**config.mk**
```make
export PLATFORM = sky130hd
export DESIGN_NAME = cfg_loader
export DESIGN_NICKNAME = d
export VERILOG_FILES = /design/src/shared/cfg_loader_pkg.sv /design/src/design/cfg_loader.sv
export SDC_FILE = /design/constraint.sdc
export NUM_CORES = 1
export LEC_CHECK = 0
export BUFFER_PORTS_ARGS = -buffer_cell sky130_fd_sc_hd__buf_2
export CORE_MARGIN = 2
export CORE_UTILIZATION = 45
export CTS_CLUSTER_SIZE = 40
export DETAILED_ROUTE_END_ITERATION = 8
export GPL_ROUTABILITY_DRIVEN = 1
export PLACE_DENSITY = 0.68
export SYNTH_ARGS = -nofsm -noshare
export SYNTH_HDL_FRONTEND = slang
export SYNTH_SLANG_ARGS = --single-unit
```
**constraint.sdc**
```tcl
create_clock -name aclk -period 5.6 [get_ports aclk]
set_input_delay 1.12 -clock aclk [delete_from_list [all_inputs] [get_ports aclk]]
set_output_delay 1.12 -clock aclk [all_outputs]
set_load 0.1 [all_outputs]
```
**src/shared/cfg_loader_pkg.sv**
```systemverilog
// Purpose: Constants shared by the preload field loader and its bench.
// Assumes: 16-bit preload words, byte addressed in the store.
// Notes:   Register offsets are byte addresses on the AXI4-Lite port.
package cfg_loader_pkg;

  // ****************************************
  // Preload word addresses in the store
  // ****************************************
  localparam logic [7:0]  EE_PB    = 8'h60;     // Power budget, port 0
  localparam logic [7:0]  EE_SVID  = 8'h68;     // Subsystem vendor, func 0
  localparam logic [7:0]  EE_F1    = 8'h6E;     // Func 1 capability control
  localparam logic [7:0]  EE_PHY   = 8'h70;     // Phy control high, port 0
  localparam logic [7:0]  EE_SSID  = 8'h78;     // Subsystem id, func 0
  localparam logic [7:0]  EE_CDR   = 8'h80;     // Phy control low, port 0
  localparam logic [7:0]  EE_STEP  = 8'h02;     // Distance between ports

  // ****************************************
  // Field layouts
  // ****************************************
  localparam int          PB_W     = 13;        // Base power, scale, state
  localparam int          SYS_BIT  = 15;        // System allocated flag
  localparam int          F1_W     = 11;        // Capability control width
  localparam logic [15:0] F1_MASK  = 16'h04EF;  // Bits 3:0, 7:5 and 10
  localparam int          PHY_W    = 15;        // Lands in bits 30:16
  localparam int          CDR_W    = 5;         // Lands in bits 12:8

  // ****************************************
  // Register map
  // ****************************************
  localparam logic [7:0]  RA_CTRL  = 8'h00;     // Restart and hold
  localparam logic [7:0]  RA_STAT  = 8'h04;     // Done, ready, count
  localparam logic [7:0]  RA_INJ   = 8'h08;     // Software preload word
  localparam logic [7:0]  RA_PB    = 8'h10;     // Power budget, per port
  localparam logic [7:0]  RA_SUB   = 8'h20;     // Subsystem ids, per func
  localparam logic [7:0]  RA_F1    = 8'h30;     // Func 1 control
  localparam logic [7:0]  RA_PHY   = 8'h40;     // Phy control, per port
  localparam logic [7:0]  RA_STEP  = 8'h04;     // Word stride
  localparam int          RESTART_BIT = 0;      // Ctrl: restart load
  localparam int          HOLD_BIT    = 1;      // Ctrl: hold ready low
  localparam int          INJ_A_LSB   = 16;     // Inject: store address
  localparam int          CNT_LSB     = 8;      // Status: word count
  localparam int          PB_SYS_POS  = 16;     // Pb reg: system allocated
  localparam int          PHY_LO_POS  = 8;      // Phy reg: low field
  localparam int          PHY_HI_POS  = 16;     // Phy reg: high field
  localparam logic [1:0]  RESP_OKAY   = 2'h0;   // Bus answer okay
  localparam logic [1:0]  RESP_SLVERR = 2'h2;   // Bus answer error
  localparam logic [3:0]  STRB_ALL    = 4'hF;   // Full word strobe

endpackage

```
**src/design/cfg_loader.sv**
```systemverilog
// Purpose: Copies preload words into per-port and per-function fields.
// Assumes: Word strobe and load end come from logic on aclk.
// Notes:   Fields freeze once loading ends, until a ctrl restart reopens it; bus shows them read only.
`timescale 1ns/1ps
`default_nettype none

// Contract
// Words 60h-64h fill port power budget
// Base power, scale, state keep positions
// Word bit 15 gives system allocated
// Words 68h-6Ch fill subsystem vendor ids
// Words 78h-7Ch fill subsystem ids
// Word 6Eh sets func 1 reporting enables
// Payload size and aux power too
// Words 70h-74h fill phy bits 30:16
// Bits 3:0 are drive offset enables
// Signal detect and equalization fields copied
// Reserved bits copied, bit 14 swing
// Word 80h fills port 0 bits 12:8
// Finish before ready; unmapped bits ignored
module cfg_loader
  import cfg_loader_pkg::*;
#(
  parameter int NPORT = 3,                          // Ports and functions
  parameter int AW    = 8                           // Bus address width
)(
  input  wire logic                      aclk,        // Core clock
  input  wire logic                      aresetn,     // Sync reset, low
  input  wire logic                      word_valid,  // Preload word strobe
  input  wire logic [7:0]                word_addr,   // Store byte address
  input  wire logic [15:0]               word_data,   // Preload word
  input  wire logic                      load_done,   // Store read finished
  output logic                           cfg_ready,   // Config may answer
  output logic [NPORT-1:0][PB_W-1:0]     pb_out,      // 214h bits 12:0
  output logic [NPORT-1:0]               sys_alloc,   // 218h bit 0
  output logic [NPORT-1:0][15:0]         svid_out,    // 2Ch-2Dh
  output logic [NPORT-1:0][15:0]         ssid_out,    // 2Eh-2Fh
  output logic [F1_W-1:0]                f1_ctl,      // Func 1 E8h 10:0
  output logic [NPORT-1:0][PHY_W-1:0]    phy_hi,      // BCh bits 30:16
  output logic [CDR_W-1:0]               cdr0,        // Port 0 BCh 12:8
  input  wire logic [AW-1:0]             awaddr,      // Write address
  input  wire logic                      awvalid,     // Write address valid
  output logic                           awready,     // Write address ready
  input  wire logic [31:0]               wdata,       // Write data
  input  wire logic [3:0]                wstrb,       // Byte enables
  input  wire logic                      wvalid,      // Write data valid
  output logic                           wready,      // Write data ready
  output logic [1:0]                     bresp,       // Write answer
  output logic                           bvalid,      // Write answer valid
  input  wire logic                      bready,      // Write answer ready
  input  wire logic [AW-1:0]             araddr,      // Read address
  input  wire logic                      arvalid,     // Read address valid
  output logic                           arready,     // Read address ready
  output logic [31:0]                    rdata,       // Read data
  output logic [1:0]                     rresp,       // Read answer
  output logic                           rvalid,      // Read answer valid
  input  wire logic                      rready       // Read answer ready
);

  // ****************************************
  // State
  // ****************************************
  typedef struct packed {
    logic [NPORT-1:0][PB_W-1:0]  pb;      // Power budget fields
    logic [NPORT-1:0]            sys;     // System allocated flags
    logic [NPORT-1:0][15:0]      svid;    // Subsystem vendor ids
    logic [NPORT-1:0][15:0]      ssid;    // Subsystem ids
    logic [F1_W-1:0]             f1;      // Func 1 control
    logic [NPORT-1:0][PHY_W-1:0] phy;     // Phy control high
    logic [CDR_W-1:0]            cdr;     // Port 0 phy control low
    logic                        done;    // Loading finished
    logic                        hold;    // Software holds ready low
    logic [7:0]                  cnt;     // Mapped words taken
    logic                        ready;   // Config may answer
    logic                        awrdy;   // Bus write address ready
    logic                        wrdy;    // Bus write data ready
    logic                        aw_ok;   // Write address held
    logic                        w_ok;    // Write data held
    logic [AW-1:0]               awa;     // Held write address
    logic [31:0]                 wd;      // Held write data
    logic [3:0]                  ws;      // Held strobes
    logic                        bv;      // Write answer valid
    logic [1:0]                  br;      // Write answer code
    logic                        arrdy;   // Read address ready
    logic                        rv;      // Read answer valid
    logic [31:0]                 rd;      // Read data
    logic [1:0]                  rr;      // Read answer code
  } st_t;

  st_t  st_q;                                       // Registered state
  st_t  st_d;                                       // Next state
  logic take;                                       // Word accepted now

  // ****************************************
  // Helpers
  // ****************************************
  // Store address of slot n in a three-port group
  function automatic logic hit(logic [7:0] a, logic [7:0] base, int n);
    return a == 8'(base + EE_STEP * 8'(n));
  endfunction

  // Copy one preload word into its fields
  function automatic st_t apply(st_t s, logic [7:0] a, logic [15:0] d);
    st_t  r;
    logic m;
    r = s;
    m = 1'b0;
    for (int i = 0; i < NPORT; i++)
    begin
      if (hit(a, EE_PB, i))
      begin
        r.pb[i]  = d[PB_W-1:0];
        r.sys[i] = d[SYS_BIT];
        m        = 1'b1;
      end
      if (hit(a, EE_SVID, i))
      begin
        r.svid[i] = d;
        m         = 1'b1;
      end
      if (hit(a, EE_SSID, i))
      begin
        r.ssid[i] = d;
        m         = 1'b1;
      end
      if (hit(a, EE_PHY, i))
      begin
        r.phy[i] = d[PHY_W-1:0];
        m        = 1'b1;
      end
    end
    if (a == EE_F1)
    begin
      r.f1 = F1_W'(d & F1_MASK);
      m    = 1'b1;
    end
    if (a == EE_CDR)
    begin
      r.cdr = d[CDR_W-1:0];
      m     = 1'b1;
    end
    if (m)
      r.cnt = 8'(s.cnt + 8'h01);
    return r;
  endfunction

  // Read mux: error flag above 32 data bits
  function automatic logic [32:0] rd_word(st_t s, logic [AW-1:0] a);
    logic [32:0] r;
    r = {1'b1, 32'h0};
    if (a == AW'(RA_CTRL))
      r = {1'b0, 30'h0, s.hold, 1'b0};
    if (a == AW'(RA_STAT))
      r = {1'b0, 16'h0, s.cnt, 6'h0, s.ready, s.done};
    if (a == AW'(RA_INJ))
      r = {1'b0, 32'h0};
    for (int i = 0; i < NPORT; i++)
    begin
      if (a == AW'(RA_PB + RA_STEP * 8'(i)))
        r = {1'b0, (32'(s.sys[i]) << PB_SYS_POS) | 32'(s.pb[i])};
      if (a == AW'(RA_SUB + RA_STEP * 8'(i)))
        r = {1'b0, s.ssid[i], s.svid[i]};
      if (a == AW'(RA_PHY + RA_STEP * 8'(i)))
        r = {1'b0, (32'(s.phy[i]) << PHY_HI_POS)
               | (i == 0 ? 32'(s.cdr) << PHY_LO_POS : 32'h0)};
    end
    if (a == AW'(RA_F1))
      r = {1'b0, 32'(s.f1)};
    return r;
  endfunction

  // ****************************************
  // Next state
  // ****************************************
  assign take = word_valid && !st_q.done;

  // Bus slave, then loader, then ready
  always_comb
  begin
    logic [32:0] rw;
    rw   = 33'h0;
    st_d = st_q;
    // Write address and data taken in either order
    if (awvalid && st_q.awrdy)
    begin
      st_d.aw_ok = 1'b1;
      st_d.awa   = awaddr;
    end
    if (wvalid && st_q.wrdy)
    begin
      st_d.w_ok = 1'b1;
      st_d.wd   = wdata;
      st_d.ws   = wstrb;
    end
    if (st_q.bv && bready)
      st_d.bv = 1'b0;
    // Both halves held: perform write and answer
    if (st_q.aw_ok && st_q.w_ok && !st_q.bv)
    begin
      st_d.aw_ok = 1'b0;
      st_d.w_ok  = 1'b0;
      st_d.bv    = 1'b1;
      rw         = rd_word(st_q, st_q.awa);
      st_d.br    = rw[32] ? RESP_SLVERR : RESP_OKAY;
      if (st_q.awa == AW'(RA_CTRL) && st_q.ws[0])
      begin
        st_d.hold = st_q.wd[HOLD_BIT];
        if (st_q.wd[RESTART_BIT])
        begin
          st_d.done = 1'b0;                         // Reload allowed again
          st_d.cnt  = 8'h00;
        end
      end
      // Software word only while loading is open
      if (st_q.awa == AW'(RA_INJ) && st_q.ws == STRB_ALL && !st_q.done)
        st_d = apply(st_d, st_q.wd[INJ_A_LSB +: 8], st_q.wd[15:0]);
    end
    // Store word wins over a software word
    if (take)
      st_d = apply(st_d, word_addr, word_data);
    // End of load beats a restart in the same cycle
    if (load_done)
      st_d.done = 1'b1;
    st_d.ready = st_d.done && !st_d.hold;
    st_d.awrdy = !st_d.aw_ok && !st_d.bv;
    st_d.wrdy  = !st_d.w_ok && !st_d.bv;
    // Read channel: one outstanding
    if (st_q.rv && rready)
      st_d.rv = 1'b0;
    if (arvalid && st_q.arrdy)
    begin
      rw      = rd_word(st_q, araddr);
      st_d.rv = 1'b1;
      st_d.rd = rw[31:0];
      st_d.rr = rw[32] ? RESP_SLVERR : RESP_OKAY;
    end
    st_d.arrdy = !st_d.rv;
  end

  // Register the whole state
  always_ff @(posedge aclk)
  begin
    if (!aresetn)
      st_q <= '0;
    else
      st_q <= st_d;
  end

  // ****************************************
  // Outputs
  // ****************************************
  assign cfg_ready = st_q.ready;
  assign pb_out    = st_q.pb;
  assign sys_alloc = st_q.sys;
  assign svid_out  = st_q.svid;
  assign ssid_out  = st_q.ssid;
  assign f1_ctl    = st_q.f1;
  assign phy_hi    = st_q.phy;
  assign cdr0      = st_q.cdr;
  assign awready   = st_q.awrdy;
  assign wready    = st_q.wrdy;
  assign bvalid    = st_q.bv;
  assign bresp     = st_q.br;
  assign arready   = st_q.arrdy;
  assign rvalid    = st_q.rv;
  assign rdata     = st_q.rd;
  assign rresp     = st_q.rr;

  // ****************************************
  // Checks
  // ****************************************
  // Port 1 power budget word lands in 12:0
  property p_pb;
    @(posedge aclk) disable iff (!aresetn)
    take && word_addr == 8'h62 |=> pb_out[1] == 13'($past(word_data));
  endproperty
  a_pb: assert property (p_pb) else $error("power budget not loaded");

  // Port 2 bit 15 to system allocated
  property p_sys;
    @(posedge aclk) disable iff (!aresetn)
    take && word_addr == 8'h64 |=> sys_alloc[2] == $past(word_data[15]);
  endproperty
  a_sys: assert property (p_sys) else $error("system allocated wrong");

  // Func 0 subsystem vendor id
  property p_svid;
    @(posedge aclk) disable iff (!aresetn)
    take && word_addr == 8'h68 |=> svid_out[0] == $past(word_data);
  endproperty
  a_svid: assert property (p_svid) else $error("vendor id not loaded");

  // Func 2 subsystem id
  property p_ssid;
    @(posedge aclk) disable iff (!aresetn)
    take && word_addr == 8'h7C |=> ssid_out[2] == $past(word_data);
  endproperty
  a_ssid: assert property (p_ssid) else $error("subsystem id not loaded");

  // Func 1 control keeps only mapped bits
  property p_f1;
    @(posedge aclk) disable iff (!aresetn)
    take && word_addr == 8'h6E |=> f1_ctl == 11'($past(word_data) & F1_MASK);
  endproperty
  a_f1: assert property (p_f1) else $error("func 1 control wrong");

  // Port 0 phy high field copies bits 14:0
  property p_phy;
    @(posedge aclk) disable iff (!aresetn)
    take && word_addr == 8'h70 |=> phy_hi[0] == 15'($past(word_data));
  endproperty
  a_phy: assert property (p_phy) else $error("phy control wrong");

  // Port 0 clock recovery field
  property p_cdr;
    @(posedge aclk) disable iff (!aresetn)
    take && word_addr == 8'h80 |=> cdr0 == 5'($past(word_data));
  endproperty
  a_cdr: assert property (p_cdr) else $error("recovery field wrong");

  // Ready rises only on a load end or a hold release
  property p_rdy;
    @(posedge aclk) disable iff (!aresetn)
    $rose(cfg_ready) |-> $past(load_done) || $fell(st_q.hold);
  endproperty
  a_rdy: assert property (p_rdy) else $error("ready before load end");

  // Power budget, phy high and vendor id fields frozen once loading ended
  property p_frz;
    @(posedge aclk) disable iff (!aresetn)
    st_q.done |=> $stable(pb_out) && $stable(phy_hi) && $stable(svid_out);
  endproperty
  a_frz: assert property (p_frz) else $error("field moved after load");

  // Read answer one cycle after address taken
  property p_rd;
    @(posedge aclk) disable iff (!aresetn)
    arvalid && arready |=> rvalid ##0 !arready;
  endproperty
  a_rd: assert property (p_rd) else $error("read answer late");

endmodule // cfg_loader

`default_nettype wire

```
== After elaboration in Yosys (flattened, before gate mapping) ==
Cells that the tools add are included.

* Bits of input ports: 85
* Flip-flop bits (word level): 297
* Output and inout bits: 241

* Mux-type cells: 112
* Bitwise gates (word level): 4
* Add/sub/neg operators: 2
* Eq/ne operators: 53
* Reductions and logical operators: 23

{| class="wikitable"
|+ Operators with widths
! operator !! number
|-
| 2-to-1 mux 33 bit || 28
|-
| 2-to-1 mux 297 bit || 3
|-
| equality test 8 x 7 -> 1 bit, second input constant || 32
|-
| 2-to-1 mux 16 bit || 12
|-
| 2-to-1 mux 15 bit || 6
|-
| 2-to-1 mux 13 bit || 6
|-
| equality test 8 x 6 -> 1 bit, second input constant || 8
|-
| OR 17 x 13 -> 17 bit || 3
|-
| equality test 8 x 5 -> 1 bit, second input constant || 6
|-
| 2-to-1 mux 1 bit || 43
|-
| 2-to-1 mux 36 bit || 1
|-
| 2-to-1 mux 35 bit || 1
|-
| 2-to-1 mux 8 bit || 4
|-
| OR 31 x 13 -> 31 bit || 1
|-
| 2-to-1 mux 11 bit || 2
|-
| 2-to-1 mux 10 bit || 2
|-
| adder 8 x 1 -> 8 bit, second input constant || 2
|-
| equality test 8 x 3 -> 1 bit, second input constant || 2
|-
| equality test 8 x 4 -> 1 bit, second input constant || 2
|-
| equality test 8 bit, second input constant || 2
|-
| zero test 8 bit || 2
|-
| logical AND 1 bit || 14
|-
| 2-to-1 mux 5 bit || 2
|-
| zero test 1 bit || 7
|-
| 2 further kinds || 3
|}

== Logic depth before layout (Yosys ltp) ==
* Depth after elaboration: 26
* Depth in mapped cells: 12
* Depth with buffers taken out: 12

== Worst setup path after synthesis ==
OpenSTA, ideal clock, no wires.

* Path kind: input-to-reg
* Start point: input port araddr[5]
* End point: register st_q (netlist bit rdata[22])
* Path buffers: 3
* Path slack: 2.168 ns
* Data arrival time: 3.357 ns
* Cell stages on the path: 9
* Library setup time: 0.074 ns
* Cell sequence: clkbuf_1 or4b_2 clkbuf_1 nor3_1 clkbuf_1 a22oi_1 nand2_1 a221oi_1 o21ai_0

* Word-level cells in the longest chain between the ends: 15
* Elaborated cells on any way between the ends: 26
* Those cells by class: eq/ne (12); mux (14)

{| class="wikitable"
|+ Ends and longest elaborated chain
! element !! RTL line !! source
|-
| from (decl) || cfg_loader.sv:51 || <nowiki>input wire logic [AW-1:0] araddr,</nowiki>
|-
| equality test 8 x 3 -> 1 bit || cfg_loader.sv:153 || <nowiki>if (a == AW'(RA_STAT))</nowiki>
|-
| 2-to-1 mux 33 bit || cfg_loader.sv:153 ||
|-
| 2-to-1 mux 33 bit || cfg_loader.sv:155 || <nowiki>if (a == AW'(RA_INJ))</nowiki>
|-
| 2-to-1 mux 33 bit || cfg_loader.sv:159 || <nowiki>if (a == AW'(RA_PB + RA_STEP * 8'(i)))</nowiki>
|-
| 2-to-1 mux 33 bit || cfg_loader.sv:161 || <nowiki>if (a == AW'(RA_SUB + RA_STEP * 8'(i)))</nowiki>
|-
| 2-to-1 mux 33 bit || cfg_loader.sv:163 || <nowiki>if (a == AW'(RA_PHY + RA_STEP * 8'(i)))</nowiki>
|-
| 2-to-1 mux 33 bit || cfg_loader.sv:159 ||
|-
| 2-to-1 mux 33 bit || cfg_loader.sv:161 ||
|-
| 2-to-1 mux 33 bit || cfg_loader.sv:163 ||
|-
| 2-to-1 mux 33 bit || cfg_loader.sv:159 ||
|-
| 2-to-1 mux 33 bit || cfg_loader.sv:161 ||
|-
| 2-to-1 mux 33 bit || cfg_loader.sv:163 ||
|-
| 2-to-1 mux 33 bit * || cfg_loader.sv:167 || <nowiki>if (a == AW'(RA_F1))</nowiki>
|-
| 2-to-1 mux 33 bit * || cfg_loader.sv:230 || <nowiki>if (arvalid && st_q.arrdy)</nowiki>
|-
| 2-to-1 mux 35 bit * || cfg_loader.sv:230 ||
|-
| to (signal assigned) || cfg_loader.sv:246 || <nowiki>st_q <= st_d;</nowiki>
|-
| to (decl) || cfg_loader.sv:90 || <nowiki>st_t st_q;</nowiki>
|}

Mark *: on every way between the ends. The rest lies on a longest branch, timed or not. The select of a mux whose other input is x is not followed.
A chain may end at the register's enable or synchronous reset.

== Final worst setup path ==
* Start point: register st_q[82] (netlist name)
* End point: register st_q (netlist bit ssid_out[31])

* Word-level cells in the longest chain between the ends: 7

{| class="wikitable"
|+ Ends and longest elaborated chain
! element !! RTL line !! source
|-
| equality test 8 x 4 -> 1 bit * || cfg_loader.sv:215 || <nowiki>if (st_q.awa == AW'(RA_INJ) && st_q.ws == STRB_ALL && !st_q.done)</nowiki>
|-
| logical AND 1 bit * (2 in a row) || cfg_loader.sv:215 ||
|-
| 2-to-1 mux 297 bit * || cfg_loader.sv:215 ||
|-
| 2-to-1 mux 297 bit * || cfg_loader.sv:198 || <nowiki>if (st_q.aw_ok && st_q.w_ok && !st_q.bv)</nowiki>
|-
| 2-to-1 mux 16 bit || cfg_loader.sv:121 || <nowiki>if (hit(a, EE_SSID, i))</nowiki>
|-
| 2-to-1 mux 297 bit * || cfg_loader.sv:219 || <nowiki>if (take)</nowiki>
|}

Mark *: on every way between the ends. The rest lies on a longest branch, timed or not.

==> metrics.cfg <==
[run_status]
status = finished clean

[logic_synthesis]
synth_top_cells_by_count = 287 x dfxtp_1, 246 x nor2_1, 237 x buf_4
avgSynthCellArea_um2 = 8.52
synth_top_area_share_pct = 36.9
synth_cells = 1829
yosysMostFrequentCell = dfxtp_1
async_reset_ff_share_pct = 0
ys_ff_latch = 287
synthFlopType = dfxtp_1
yosysTopAreaCell = dfxtp_1
synthTopCellsByArea = dfxtp_1 37%, mux2i_1 13%, buf_4 11%
synth-edff-count = 0
seq_area_frac_synth_pct = 36.9
synth_cell_types = 63
syn_area_um2 = 15600
synth_warnings = 0

[power_and_ir_drop]
p_per_area_nw_per_um2 = 276
ir_drop_mv = 0.205
power_w = 0.00462
leakagePower_nw = 7.38

[setup_path]
crit_type = flop to flop
crit_chain = nor4b_1 -> and2_1 -> nand4_1 -> or3b_2 -> nor2_2 -> buf_4 -> mux2i_1 -> a211oi_1
end_kind = flop
cpPeakStageDelay_ps = 970
worst-endpoint-arrival_ps = 4130
reg2reg_slack_ps = 1850
critPathRequiredTime_ps = 5980
cp_max_fo = 16
crit_slowest_cell = nor2_2
cp-start-kind = flop

[timing]
slew_viol_final = 0
finalHoldViolations = 0
rsz0062_at_grt = false
finClkSkew_ps = 17.4
tns_ps = 0
min_period_ps = 3750
post-route-period-util_pct = 67.0
max_freq_mhz = 267
slew_headroom_pct = 14.7
worstMarginPinSlew_ps = 1280
setup_viol = 0

[routing]
first_pass_iters = 6
route.layer.met1.wl_um = 22800
wirelength_um = 55600
met3_length_um = 6270
drcViolationCount = 0
wire_per_inst_um = 24.2
ant_nets = 0
vias = 13800
drtIter0Drc = 1553
top_layer_used = met5
wl_met2_um = 23900
via_per_inst = 6.00

[clock_network]
clk_path_buf_depth = 3
worstSkewPairLatency_ps = 520
root_buffer = clkbuf_16
numCtsBuffers = 34
htreeDepth = 2
cts.sinks = 287
cts_tree = done
path_clk_slew_ps = 60
ctsHoldBuffers = 0
cts_setup_buffers = 0
cts.repair.resized = 0

[global_routing]
antenna_found_initial = 6
grt_usage_pct = 29.6
grt_remaining_overflow = 0
grt_pass1_vias = 12600
grt_max_degree = 129
grt_pass1_wl_um = 81400

[flow_run]
drv_cap = 0

[final_layout]
drive_gt1_share_pct = 22.2
syn2layout_area_growth_pct = 7.21
fin_nets = 1903
num-fill-cells = 3239

[floorplan]
core_um2 = 34300
fp-row-count = 68
initial_core_util_pct = 45.4
die_x_um = 190
dieHeight_um = 190
die-area_um2 = 36100
ioPinCount = 326

[min_path]
hp-class = flop to flop

[placement]
hpwl_um = 39300
gp_congestion = 0.956
port_buffers = 315

==> critical path: cells and delay by family, from the launching register on <==
kind | cells | cell delay [ps]
muxes | 1 | 180
DFF | 1 | 320
and+or+nand+nor | 5 | 2760
buffers and inverters | 1 | 260
AOI/OAI and AO/OA | 1 | 90
==> cell families after synthesis <==
logic type | Yosys count | share of synthesized area, %
DFF | 287 | 36.9
adders and majority gates | 2 | 0.161
AOI/OAI and AO/OA | 418 | 19.0
muxes | 213 | 13.7
xor gates and xnor gates | 8 | 0.450
other | 1 | 0.0241
buffers and inverters | 392 | 15.2
and+or+nand+nor | 508 | 14.6
==> sequential cells by signal (all words and copies together) (netlist names), 3 cells and up <==
| register | flops |
|---|---|
| st_q | 48 |
| sys_alloc | 3 |
| f1_ctl | 11 |
| rdata | 32 |
| cdr0 | 5 |
| svid_out | 48 |
| ssid_out | 48 |
| pb_out | 39 |
| phy_hi | 45 |
==> final cells by class <==
| type | instances | area (um2) | share of cell area (%) |
|---|---|---|---|
| Inverter | 5 | 23.8 | 0.142 |
| Timing Repair Buffer | 337 | 1750 | 10.5 |
| Clock inverter | 6 | 80.1 | 0.479 |
| Sequential cell | 287 | 5750 | 34.4 |
| Antenna cell | 4 | 10.0 | 0.0599 |
| Tap cell | 455 | 569 | 3.41 |
| Multi-Input combinational cell | 1151 | 7490 | 44.8 |
| Clock buffer | 52 | 1030 | 6.18 |
==> placed cells by master, fill, tap and decap left out, types with 6 or more instances in the layout <==
cell	count
o21ai_0	37
nand2_1	147
dfxtp_1	287
a222oi_1	9
and3_1	9
nand2b_1	9
a22oi_1	34
o211ai_1	9
nand3_1	13
a221oi_1	25
or4_1	6
a211oi_1	203
nor4_1	6
buf_2	315
nor3_1	9
mux2i_1	210
nand3b_1	10
nor4b_1	6
nor2_1	243
nor2b_1	7
clkbuf_1	10
buf_4	21
clkbuf_16	37
and2_1	10
a21oi_1	65
o22ai_1	9
==> final timing paths <==
check                           startpoint      endpoint  depth (start not counted)
worst min register to register   rdata[28]     rdata[28]                          2
worst max-delay path              st_q[82]  ssid_out[31]                          8
worst max register to register    st_q[82]  ssid_out[31]                          8
worst min-delay path             rdata[28]     rdata[28]                          2
==> routing by layer <==
layer / up-vias / global-route usage, %
met5: - / 0
li1: 6293 / -
met2: 776 / 43.8
met3: 149 / 7.93
met4: 6 / 13.8
met1: 6568 / 40.2
==> metrics by stage <==
step | cells | area (um2) | setup WS [ps] | hold slack [ps] | util [%]
6_report | 2297 | 16700 | 1850 | 450 | 48.7
5_1_grt | 2295 | 16700 | 1670 | 472 | 48.7
2_1_floorplan | 1830 | 15600 | 2170 | 426 | -
3_3_place_gp | 2235 | 15600 | 1710 | 431 | 45.4
3_5_place_dp | 2235 | 15600 | 1630 | 441 | 45.4
4_1_cts | 2293 | 16700 | 1890 | 455 | 48.7
==> power by group <==
group | total, W | switching [W] | internal (W)
Combinational | 0.000268 | 0.000205 | 0.0000632
Clock | 0.00223 | 0.000870 | 0.00136
Sequential | 0.00212 | 0.0000578 | 0.00206
Total | 0.00462 | 0.00113 | 0.00348
Note: power is estimated with default switching activity, not from simulation.
